## src/pkg/bus_ctl_pkg.sv

```systemverilog
// bus_ctl_pkg: register map, field positions, reset values and bus carriers
// for the two-wire bus control word block.
// assumes an axi4-lite master with 32-bit data and an ADDR_W-bit address (8 bits by default).
package bus_ctl_pkg;

	// ----------------------------------------------------------------
	// register offsets (byte addresses)
	// ----------------------------------------------------------------
	localparam logic [7:0] OFS_CONTROL_WORD = 8'h00;
	localparam logic [7:0] OFS_EVENT_STATUS = 8'h10;
	localparam logic [7:0] OFS_EVENT_MASK   = 8'h14;
	localparam logic [7:0] OFS_RX_DATA      = 8'h18;
	localparam logic [7:0] OFS_OWN_ADDR     = 8'h1c;

	// ----------------------------------------------------------------
	// control word field positions
	// ----------------------------------------------------------------
	localparam int BIT_ENABLE       = 0;
	localparam int BIT_MASTER       = 1;
	localparam int BIT_GCALL        = 2;
	localparam int BIT_INTERACTIVE  = 3;
	localparam int BIT_NACK         = 4;
	localparam int BIT_RESERVED5    = 5;
	localparam int BIT_CLK_OUT      = 6;
	localparam int BIT_DATA_OUT     = 7;
	localparam int BIT_CLK_LEVEL    = 8;
	localparam int BIT_DATA_LEVEL   = 9;
	localparam int BIT_SW_OVERRIDE  = 10;

	// writable bits of the control word: 0..7 and 10
	localparam logic [31:0] CTRL_WR_MASK  = 32'h0000_04ff;
	localparam logic [31:0] CTRL_RESET    = 32'h0000_0000;
	localparam logic [6:0]  OWN_ADDR_RESET = 7'h2a;

	// ----------------------------------------------------------------
	// event bits
	// ----------------------------------------------------------------
	localparam int EV_BYTE_RX   = 0;
	localparam int EV_ADDR_HIT  = 1;
	localparam int EV_GCALL_HIT = 2;
	localparam int EV_STOP      = 3;
	localparam int NUM_EVENTS   = 4;

	// ----------------------------------------------------------------
	// timing: link clock period and sampling rate
	// ----------------------------------------------------------------
	localparam int CLK_PERIOD_NS  = 8;
	localparam int LINK_PERIOD_NS = 125;
	localparam int LINK_CYCLES    = LINK_PERIOD_NS / CLK_PERIOD_NS;

	// axi responses
	localparam logic [1:0] RESP_OKAY   = 2'b00;
	localparam logic [1:0] RESP_SLVERR = 2'b10;

	// settings that steer the bus engine
	typedef struct packed {
		logic       enable;
		logic       master;
		logic       gcall_en;
		logic       interactive;
		logic       nack;
		logic [6:0] own_addr;
	} engine_cfg_t;

	// two-wire pin group: open-drain enables (active low) for clock and data
	typedef struct packed {
		logic clk_oe_n;
		logic data_oe_n;
	} line_drive_t;

endpackage

```

## src/rtl/bus_control_top.sv

```systemverilog
// bus_control_top: control word, event registers and pin ownership for a
// two-wire bus peripheral, reached over axi4-lite.
// assumes line levels arrive from pads asynchronously; the pad cell ties
// the line low while an output enable (active low) is low.
`timescale 1ns/10ps
`default_nettype none

module bus_control_top #(
	parameter int ADDR_W = 8
) (
	input  wire logic               aclk,
	input  wire logic               aresetn,
	input  wire logic [ADDR_W-1:0]  s_axi_awaddr,
	input  wire logic               s_axi_awvalid,
	output logic                    s_axi_awready,
	input  wire logic [31:0]        s_axi_wdata,
	input  wire logic [3:0]         s_axi_wstrb,
	input  wire logic               s_axi_wvalid,
	output logic                    s_axi_wready,
	output logic [1:0]              s_axi_bresp,
	output logic                    s_axi_bvalid,
	input  wire logic               s_axi_bready,
	input  wire logic [ADDR_W-1:0]  s_axi_araddr,
	input  wire logic               s_axi_arvalid,
	output logic                    s_axi_arready,
	output logic [31:0]             s_axi_rdata,
	output logic [1:0]              s_axi_rresp,
	output logic                    s_axi_rvalid,
	input  wire logic               s_axi_rready,
	input  wire logic               clk_line_i,
	output logic                    clk_line_o,
	output logic                    clk_line_oe_n,
	input  wire logic               data_line_i,
	output logic                    data_line_o,
	output logic                    data_line_oe_n,
	output logic                    irq
);
	import bus_ctl_pkg::*;

	// ----------------------------------------------------------------
	// elaboration checks
	// ----------------------------------------------------------------
	if (ADDR_W < 5 || ADDR_W > 32) begin : g_bad_addr
		$error("ADDR_W must lie between 5 and 32");
	end

	// ----------------------------------------------------------------
	// declarations
	// ----------------------------------------------------------------
	logic [31:0]           ctrl_q;
	logic [NUM_EVENTS-1:0] status_q;
	logic [NUM_EVENTS-1:0] mask_q;
	logic [6:0]            own_addr_q;
	logic [1:0]            clk_sync_q;
	logic [1:0]            data_sync_q;
	logic                  clk_lvl;
	logic                  data_lvl;
	logic                  aw_held_q;
	logic                  w_held_q;
	logic [ADDR_W-1:0]     aw_addr_q;
	logic [31:0]           w_data_q;
	logic [3:0]            w_strb_q;
	logic                  wr_go;
	logic [7:0]            wr_ofs;
	logic [31:0]           wr_bits;
	logic                  wr_hit;
	logic [7:0]            rd_ofs;
	logic [31:0]           rd_word;
	logic                  rd_hit;
	logic                  eng_pull;
	logic [NUM_EVENTS-1:0] eng_events;
	logic [7:0]            rx_byte;
	logic                  eng_busy;
	engine_cfg_t           cfg;
	line_drive_t           drive;

	// ----------------------------------------------------------------
	// pin synchronisers: two flops before any logic
	// ----------------------------------------------------------------
	always_ff @(posedge aclk) begin
		if (!aresetn) begin
			clk_sync_q  <= 2'b11;
			data_sync_q <= 2'b11;
		end else begin
			clk_sync_q  <= {clk_sync_q[0], clk_line_i};
			data_sync_q <= {data_sync_q[0], data_line_i};
		end
	end
	assign clk_lvl  = clk_sync_q[1];
	assign data_lvl = data_sync_q[1];

	// ----------------------------------------------------------------
	// axi4-lite write channel
	// ----------------------------------------------------------------
	// address and data are held independently, so either may come first
	assign s_axi_awready = ~aw_held_q & ~s_axi_bvalid;
	assign s_axi_wready  = ~w_held_q & ~s_axi_bvalid;
	assign wr_go         = aw_held_q & w_held_q & ~s_axi_bvalid;

	always_ff @(posedge aclk) begin
		if (!aresetn) begin
			aw_held_q <= 1'b0;
			aw_addr_q <= '0;
		end else if (s_axi_awvalid && s_axi_awready) begin
			aw_held_q <= 1'b1;
			aw_addr_q <= s_axi_awaddr;
		end else if (wr_go) begin
			aw_held_q <= 1'b0;
		end
	end

	always_ff @(posedge aclk) begin
		if (!aresetn) begin
			w_held_q <= 1'b0;
			w_data_q <= 32'h0000_0000;
			w_strb_q <= 4'h0;
		end else if (s_axi_wvalid && s_axi_wready) begin
			w_held_q <= 1'b1;
			w_data_q <= s_axi_wdata;
			w_strb_q <= s_axi_wstrb;
		end else if (wr_go) begin
			w_held_q <= 1'b0;
		end
	end

	// byte-lane merge against the old word is done per register below
	assign wr_ofs = {aw_addr_q[ADDR_W > 7 ? 7 : ADDR_W-1:2], 2'b00};
	always_comb begin
		wr_bits = 32'h0000_0000;
		for (int i = 0; i < 4; i++) begin
			wr_bits[i*8 +: 8] = {8{w_strb_q[i]}};
		end
	end
	assign wr_hit = (wr_ofs == OFS_CONTROL_WORD) |
	                (wr_ofs == OFS_EVENT_STATUS) |
	                (wr_ofs == OFS_EVENT_MASK) |
	                (wr_ofs == OFS_OWN_ADDR);

	// write response; unmapped offsets answer slverr
	always_ff @(posedge aclk) begin
		if (!aresetn) begin
			s_axi_bvalid <= 1'b0;
			s_axi_bresp  <= RESP_OKAY;
		end else if (wr_go) begin
			s_axi_bvalid <= 1'b1;
			s_axi_bresp  <= wr_hit ? RESP_OKAY : RESP_SLVERR;
		end else if (s_axi_bready) begin
			s_axi_bvalid <= 1'b0;
		end
	end

	// ----------------------------------------------------------------
	// control word; read-only bits never store
	// ----------------------------------------------------------------
	always_ff @(posedge aclk) begin
		if (!aresetn) begin
			ctrl_q <= CTRL_RESET;
		end else if (wr_go && wr_ofs == OFS_CONTROL_WORD) begin
			// reserved bit 5 stores what software writes back
			ctrl_q <= (ctrl_q & ~(wr_bits & CTRL_WR_MASK)) |
			          (w_data_q & wr_bits & CTRL_WR_MASK);
		end
	end

	always_ff @(posedge aclk) begin
		if (!aresetn) begin
			own_addr_q <= OWN_ADDR_RESET;
			mask_q     <= '0;
		end else if (wr_go && w_strb_q[0]) begin
			if (wr_ofs == OFS_OWN_ADDR)
				own_addr_q <= w_data_q[6:0];
			if (wr_ofs == OFS_EVENT_MASK)
				mask_q <= w_data_q[NUM_EVENTS-1:0];
		end
	end

	// ----------------------------------------------------------------
	// sticky events: a new event wins over write-one-to-clear
	// ----------------------------------------------------------------
	for (genvar e = 0; e < NUM_EVENTS; e++) begin : g_event
		always_ff @(posedge aclk) begin
			if (!aresetn) begin
				status_q[e] <= 1'b0;
			end else if (eng_events[e]) begin
				status_q[e] <= 1'b1;
			end else if (wr_go && wr_ofs == OFS_EVENT_STATUS &&
			             w_strb_q[0] && w_data_q[e]) begin
				status_q[e] <= 1'b0;
			end
		end
	end
	assign irq = |(status_q & mask_q);

	// ----------------------------------------------------------------
	// axi4-lite read channel
	// ----------------------------------------------------------------
	assign s_axi_arready = ~s_axi_rvalid;
	assign rd_ofs = {s_axi_araddr[ADDR_W > 7 ? 7 : ADDR_W-1:2], 2'b00};

	always_comb begin
		rd_word = 32'h0000_0000;
		rd_hit  = 1'b1;
		case (rd_ofs)
		OFS_CONTROL_WORD: begin
			rd_word = ctrl_q;
			rd_word[BIT_CLK_LEVEL]  = clk_lvl;
			rd_word[BIT_DATA_LEVEL] = data_lvl;
		end
		OFS_EVENT_STATUS: rd_word[NUM_EVENTS-1:0] = status_q;
		OFS_EVENT_MASK:   rd_word[NUM_EVENTS-1:0] = mask_q;
		OFS_RX_DATA:      rd_word = {23'h000000, eng_busy, rx_byte};
		OFS_OWN_ADDR:     rd_word[6:0] = own_addr_q;
		default:          rd_hit = 1'b0;
		endcase
	end

	// read data registered one cycle after the address is taken
	always_ff @(posedge aclk) begin
		if (!aresetn) begin
			s_axi_rvalid <= 1'b0;
			s_axi_rdata  <= 32'h0000_0000;
			s_axi_rresp  <= RESP_OKAY;
		end else if (s_axi_arvalid && s_axi_arready) begin
			s_axi_rvalid <= 1'b1;
			s_axi_rdata  <= rd_word;
			s_axi_rresp  <= rd_hit ? RESP_OKAY : RESP_SLVERR;
		end else if (s_axi_rready) begin
			s_axi_rvalid <= 1'b0;
		end
	end

	// ----------------------------------------------------------------
	// bus engine
	// ----------------------------------------------------------------
	// interactive bit taken live; software changes it only when idle
	assign cfg.enable      = ctrl_q[BIT_ENABLE];
	assign cfg.master      = ctrl_q[BIT_MASTER];
	assign cfg.gcall_en    = ctrl_q[BIT_GCALL];
	assign cfg.interactive = ctrl_q[BIT_INTERACTIVE];
	assign cfg.nack        = ctrl_q[BIT_NACK];
	assign cfg.own_addr    = own_addr_q;

	bus_slave_engine u_engine (
		.aclk      (aclk),
		.aresetn   (aresetn),
		.cfg       (cfg),
		.clk_lvl   (clk_lvl),
		.data_lvl  (data_lvl),
		.data_pull (eng_pull),
		.events    (eng_events),
		.rx_byte_q (rx_byte),
		.busy_q    (eng_busy)
	);

	// ----------------------------------------------------------------
	// pin ownership
	// ----------------------------------------------------------------
	// override hands both lines to software; otherwise the engine owns
	// data and never holds the clock (no stretching in this block)
	always_comb begin
		if (ctrl_q[BIT_SW_OVERRIDE]) begin
			drive.clk_oe_n  = ctrl_q[BIT_CLK_OUT];
			drive.data_oe_n = ctrl_q[BIT_DATA_OUT];
		end else begin
			drive.clk_oe_n  = 1'b1;
			drive.data_oe_n = ~(eng_pull & ctrl_q[BIT_ENABLE]);
		end
	end
	assign clk_line_oe_n  = drive.clk_oe_n;
	assign data_line_oe_n = drive.data_oe_n;
	assign clk_line_o     = 1'b0; // open drain: only ever drives low
	assign data_line_o    = 1'b0;

endmodule
`default_nettype wire

```

## src/rtl/bus_slave_engine.sv

```systemverilog
// bus_slave_engine: slave-side receive engine for the two-wire bus.
// assumes line levels already synchronised to aclk; drives the data
// pull request active high (high = pull line low).
`timescale 1ns/10ps
`default_nettype none
module bus_slave_engine (
	input  wire logic                     aclk,
	input  wire logic                     aresetn,
	input  wire bus_ctl_pkg::engine_cfg_t cfg,
	input  wire logic                     clk_lvl,
	input  wire logic                     data_lvl,
	output logic                          data_pull,
	output logic [bus_ctl_pkg::NUM_EVENTS-1:0] events,
	output logic [7:0]                    rx_byte_q,
	output logic                          busy_q
);
	import bus_ctl_pkg::*;

	typedef enum logic [2:0] {
		ST_IDLE = 3'b000,
		ST_ADDR = 3'b001,
		ST_AACK = 3'b010,
		ST_DATA = 3'b011,
		ST_DACK = 3'b100,
		ST_SKIP = 3'b101
	} eng_state_t;

	eng_state_t state_q;
	logic       clk_prev_q;
	logic       data_prev_q;
	logic [7:0] shift_q;
	logic [3:0] bit_cnt_q;
	logic       pull_q;
	logic       rise;
	logic       fall;
	logic       start_c;
	logic       stop_c;
	logic       gcall_c;
	logic       hit_c;

	assign rise    = clk_lvl & ~clk_prev_q;
	assign fall    = ~clk_lvl & clk_prev_q;
	assign start_c = clk_lvl & clk_prev_q & data_prev_q & ~data_lvl;
	assign stop_c  = clk_lvl & clk_prev_q & ~data_prev_q & data_lvl;
	assign gcall_c = (shift_q[7:1] == 7'h00) & cfg.gcall_en;
	assign hit_c   = (shift_q[7:1] == cfg.own_addr) | gcall_c;
	assign data_pull = pull_q;

	// previous line levels for edge and start/stop detection
	always_ff @(posedge aclk) begin
		if (!aresetn) begin
			clk_prev_q  <= 1'b1;
			data_prev_q <= 1'b1;
		end else begin
			clk_prev_q  <= clk_lvl;
			data_prev_q <= data_lvl;
		end
	end

	// receive sequencer; disabled or master role keeps it idle
	always_ff @(posedge aclk) begin
		if (!aresetn) begin
			state_q   <= ST_IDLE;
			shift_q   <= 8'h00;
			bit_cnt_q <= 4'h0;
			pull_q    <= 1'b0;
			rx_byte_q <= 8'h00;
			events    <= '0;
			busy_q    <= 1'b0;
		end else begin
			events <= '0;
			if (!cfg.enable || cfg.master) begin
				state_q <= ST_IDLE;
				pull_q  <= 1'b0;
				busy_q  <= 1'b0;
			end else if (start_c) begin
				state_q   <= ST_ADDR;
				bit_cnt_q <= 4'h0;
				pull_q    <= 1'b0;
				busy_q    <= 1'b1;
			end else if (stop_c) begin
				state_q <= ST_IDLE;
				pull_q  <= 1'b0;
				busy_q  <= 1'b0;
				if (busy_q)
					events[EV_STOP] <= 1'b1;
			end else begin
				case (state_q)
				ST_ADDR, ST_DATA: begin
					if (rise) begin
						shift_q   <= {shift_q[6:0], data_lvl};
						bit_cnt_q <= bit_cnt_q + 4'h1;
					end else if (fall && bit_cnt_q == 4'h8) begin
						bit_cnt_q <= 4'h0;
						if (state_q == ST_ADDR) begin
							if (hit_c && !shift_q[0]) begin
								pull_q  <= 1'b1;
								state_q <= ST_AACK;
								events[gcall_c ? EV_GCALL_HIT
								       : EV_ADDR_HIT] <= 1'b1;
							end else begin
								state_q <= ST_SKIP;
							end
						end else begin
							rx_byte_q <= shift_q;
							// ack, or nack when both interactive and nack are set
							pull_q <= ~(cfg.interactive & cfg.nack);
							state_q <= ST_DACK;
							// per-byte event only in interactive mode
							if (cfg.interactive)
								events[EV_BYTE_RX] <= 1'b1;
						end
					end
				end
				ST_AACK, ST_DACK: begin
					if (fall) begin
						pull_q  <= 1'b0;
						state_q <= (state_q == ST_DACK && !pull_q)
						           ? ST_SKIP : ST_DATA;
					end
				end
				ST_SKIP, ST_IDLE: pull_q <= 1'b0;
				default: begin
					state_q <= ST_IDLE;
					pull_q  <= 1'b0;
				end
				endcase
			end
		end
	end

endmodule
`default_nettype wire

```

## config.mk

```make
export PLATFORM = sky130hd
export DESIGN_NAME = bus_control_top
export DESIGN_NICKNAME = d
export VERILOG_FILES = /design/src/pkg/bus_ctl_pkg.sv /design/src/rtl/bus_control_top.sv /design/src/rtl/bus_slave_engine.sv
export SDC_FILE = /design/constraint.sdc
export NUM_CORES = 1
export LEC_CHECK = 0
export BUFFER_PORTS_ARGS = -buffer_cell sky130_fd_sc_hd__buf_2
export CAP_MARGIN = 20
export CORE_UTILIZATION = 40
export CTS_CLUSTER_SIZE = 30
export DETAILED_ROUTE_END_ITERATION = 16
export PLACE_DENSITY = 0.73
export SETUP_SLACK_MARGIN = 0.5
export SLEW_MARGIN = 20
export SYNTH_ARGS = -nofsm -noshare
export SYNTH_HDL_FRONTEND = slang
export SYNTH_SLANG_ARGS = --single-unit
```

## constraint.sdc

```tcl
create_clock -name aclk -period 3.9 [get_ports aclk]
set_input_delay 0.195 -clock aclk [delete_from_list [all_inputs] [get_ports aclk]]
set_output_delay 0.195 -clock aclk [all_outputs]
set_load 0.02 [all_outputs]
```

==> results by group <==
Finish
  – Final net count: slightly below 600
  – Final instance area: 0.004780 mm2
  – Area of the multi-input gates: roughly 0.0022 mm2
  – Non-Filler Instances: 671
  – # diodes: 0
  – FF+latch area: about 0.0019 mm2
  – Area grow syn2layout: 12.12%
  – Final core area utilization: 46.30%
  – Number of fill cells in the layout: 984
  – Layout cells sized above 1: 15.14%

Yosys
  – Sequential-to-total area share from yosys stat: 43.67%
  – Yosys reg bits: 93
  – Mapped Area: 0.004263 mm2
  – Yosys warns: 0
  – Top cell type by total area after synthesis: dfxtp_1
  – Share of the synthesized area in the top cell type: 43.67%
  – Most numerous cell in the Yosys netlist: dfxtp_1
  – Mean post-synth cell area: 8.735 um2
  – Post-synth EDFFs: 0
  – Yosys cell types: about 50
  – Most common flop cell mapped by yosys: dfxtp_1
  – Cells after synthesis: about 500
  – Top post-synthesis cells by area: dfxtp_1, mux2i_1, nand2_1
  – Synth top cells by count: dfxtp_1, nand2_1, nor2_1, mux2i_1, a21oi_1
  – Ys async rst share: 0%

STA
  – Min Hold Slack: 0.01974 ns
  – Min Tclk post-route: 1.979 ns
  – RSZ-0062 raised after global routing: false
  – Final setup TNS: 0 ns
  – Hold Fails Final Rpt: 0
  – Count of pins over their slew limit: 0
  – Fmax: around 0.5 GHz
  – Setup violators final: 0
  – Worst slew margin: 56.49%
  – Final period utilization: 50.75%
  – Tightest Pin Transition: 0.6513 ns
  – Final WS setup: 1.921 ns
  – Worst Skew: 0.01013 ns

Drt
  – Detailed-route via count: 3455
  – Routed Antenna Nets: 0
  – Final WL: 9289 um
  – Routed WL per cell: 13.84 um
  – Residual DRC: 0
  – DRT Pass-1 Iters: 4
  – DR vias/cell: 5.149
  – Number of DRC markers in iteration 0: between 150 and 200

Worst setup path
  – Crit. End Element: flop
  – Crit-path max cell delay: 0.43 ns
  – CP arrival: 2.24 ns
  – Startpoint Class: flop
  – Worst-path maximum fanout: 5
  – Worst Path Required: 4.16 ns
  – WP buf/inv: 1
  – Crit path max-delay family: simple AND/OR/NAND/NOR gates
  – Crit path cell chain: inv_1, ha_1, nand3b_1, or3_1, a221oi_2, mux2i_1, and2_1
  – Crit path max-delay cell type: or3_1
  – Setup Crit Path Kind: flop to flop

CTS
  – CTS Buffer Depth: 2
  – CTS tree: done
  – Clock latency on the worst-skew pair: 0.36 ns
  – Post CTS Setup Buffer Count: 0
  – Number of buffers created by CTS: 9
  – Worst-path clk slew: 0.09 ns
  – H-tree levels: 3
  – CTS Hold Buffers Added: 0
  – # resized after CTS: 0
  – Sink Count: just over 90
  – CTS root buf: clkbuf_8

Placement
  – Dpl hpwl: between 6000 and 7000 um
  – Post-Place Worst Slack: slightly below 2 ns
  – GPL Wtd Cong: 0.8755
  – Cell Area, Placed: 0.004521 mm2
  – Dpl cells: between 600 and 700
  – PortBufs: 52

Power
  – Power per cell area: 410.7 mW/mm2
  – Overall Power: 1.963 mW
  – Psw: 0.4524 mW
  – Max rail drop VDD: approximately 0.00023 V
  – Power share of the clock group: between 40% and 50%
  – Static Leak: 2.029 nW
  – Part of the power in registers: 50.8%
  – Sw Ratio: 23.05%
  – Gate power share: 8.3%
  – Pint: between 1.5 and 2 mW

Floorplan
  – # rows: 37
  – Chip width: 105.2 um
  – # IOs: 107
  – Die Ht: 105.2 um
  – Initial core utilization: 41.29%
  – Die area: 0.01107 mm2
  – Core ar.: 0.01032 mm2

Job
  – Max cap viols: 0

GRT
  – Initial antenna violation count: 1
  – Number of global-route vias before repair: slightly above 3000
  – Largest net degree at the start of global routing: 35
  – Gr ovfl total: 0
  – First-pass GRT wire length: roughly 15000 um
  – Gr usage total: 17.48%

Status
  – Status: complete, no violations

Min path
  – HP Class: primary input to flop
-- state kept, by name, summed over array words and instances (netlist names), 2 cells and up, named ones only --
name,flops
s_axi_rdata,11
w_strb_q,2
u_engine.rx_byte_q,8
u_engine.state_q,3
status_q,4
u_engine.bit_cnt_q,4
data_sync_q,2
u_engine.shift_q,8
w_data_q,9
u_engine.events,4
aw_addr_q,6
own_addr_q,7
clk_sync_q,2
mask_q,4
-- power groups by stage --
| stage | Clock (mW) | Sequential [mW] | Combinational (mW) |
|---|---|---|---|
| global placement | 0 | 1.02 | 0.160 |
| detailed placement | 0 | 1.02 | 0.163 |
| CTS | 0.809 | 0.998 | 0.164 |
| finish | 0.801 | 0.998 | 0.163 |
| global route | 0.855 | 1.00 | 0.182 |
| floorplan | 0 | 1.02 | 0.128 |
-- layer usage --
metal	track usage [%]	routed length (um)	vias up
met3	3.772	471	19
li1	-	-	1708
met5	0	13	-
met2	27.87	4329	100
met4	8.149	216	2
met1	22.51	4257	1626
-- placed cells by master (no fill, tap or decap), types with 2 or more instances in the layout --
| master | instances |
|---|---|
| a21oi_1 | 30 |
| nand3b_1 | 4 |
| mux2_2 | 5 |
| clkbuf_8 | 12 |
| a31oi_1 | 2 |
| buf_4 | 3 |
| nand3_1 | 14 |
| bufinv_16 | 3 |
| nor4_1 | 5 |
| o21a_1 | 4 |
| nand2b_1 | 14 |
| inv_1 | 7 |
| a22oi_1 | 7 |
| nor2b_1 | 19 |
| nor3_1 | 9 |
| xor2_1 | 8 |
| conb_1 | 25 |
| dfxtp_1 | 93 |
| mux2i_1 | 37 |
| and2_1 | 5 |
| nor3b_1 | 2 |
| and3_1 | 3 |
| nor2_1 | 44 |
| nand2_1 | 61 |
| a21boi_0 | 17 |
| a221oi_1 | 2 |
| buf_2 | 52 |
| or3_1 | 4 |
| a22o_1 | 4 |
| o21ai_0 | 13 |
| a211oi_1 | 7 |
| ha_1 | 2 |
-- path summary, 6_finish.rpt --
kind	slack, ns	end	cells after the start	start
worst max-delay path	1.92	u_engine.bit_cnt_q[0]$_SDFFE_PN0P_	7	u_engine.bit_cnt_q[0]$_SDFFE_PN0P_
worst min-delay path	0.02	s_axi_rvalid$_SDFFE_PN0P_	2	s_axi_rready
worst max register to register	1.92	u_engine.bit_cnt_q[0]$_SDFFE_PN0P_	7	u_engine.bit_cnt_q[0]$_SDFFE_PN0P_
worst min register to register	0.42	clk_sync_q[1]$_SDFF_PN1_	1	clk_sync_q[0]$_SDFF_PN1_
-- logic make-up (layout without fill, tap and decap cells) --
logic type / count (synthesis) / in the layout / synth area share [%]
simple gates: 193 / 193 / 22.19
compound gates: 93 / 93 / 14.26
flops: 93 / 93 / 43.67
buf+inv: 55 / 78 / 7.309
mux: 42 / 42 / 10.01
xor+xnor: 8 / 8 / 1.644
fa+ha+maj: 3 / 3 / 0.8218
other cells: 1 / 25 / 0.08797
-- area by class of cell --
| class | instances | area share [%] |
|---|---|---|
| well taps | 136 | 3.560 |
| flip-flops and latches | 93 | 38.95 |
| clock buffers | 13 | 3.534 |
| inverters | 7 | 0.5497 |
| multi-input cells | 364 | 45.60 |
| clock inverters | 3 | 1.885 |
| repair buffers | 55 | 5.916 |
No activity file was read; power rests on OpenSTA's default activity.
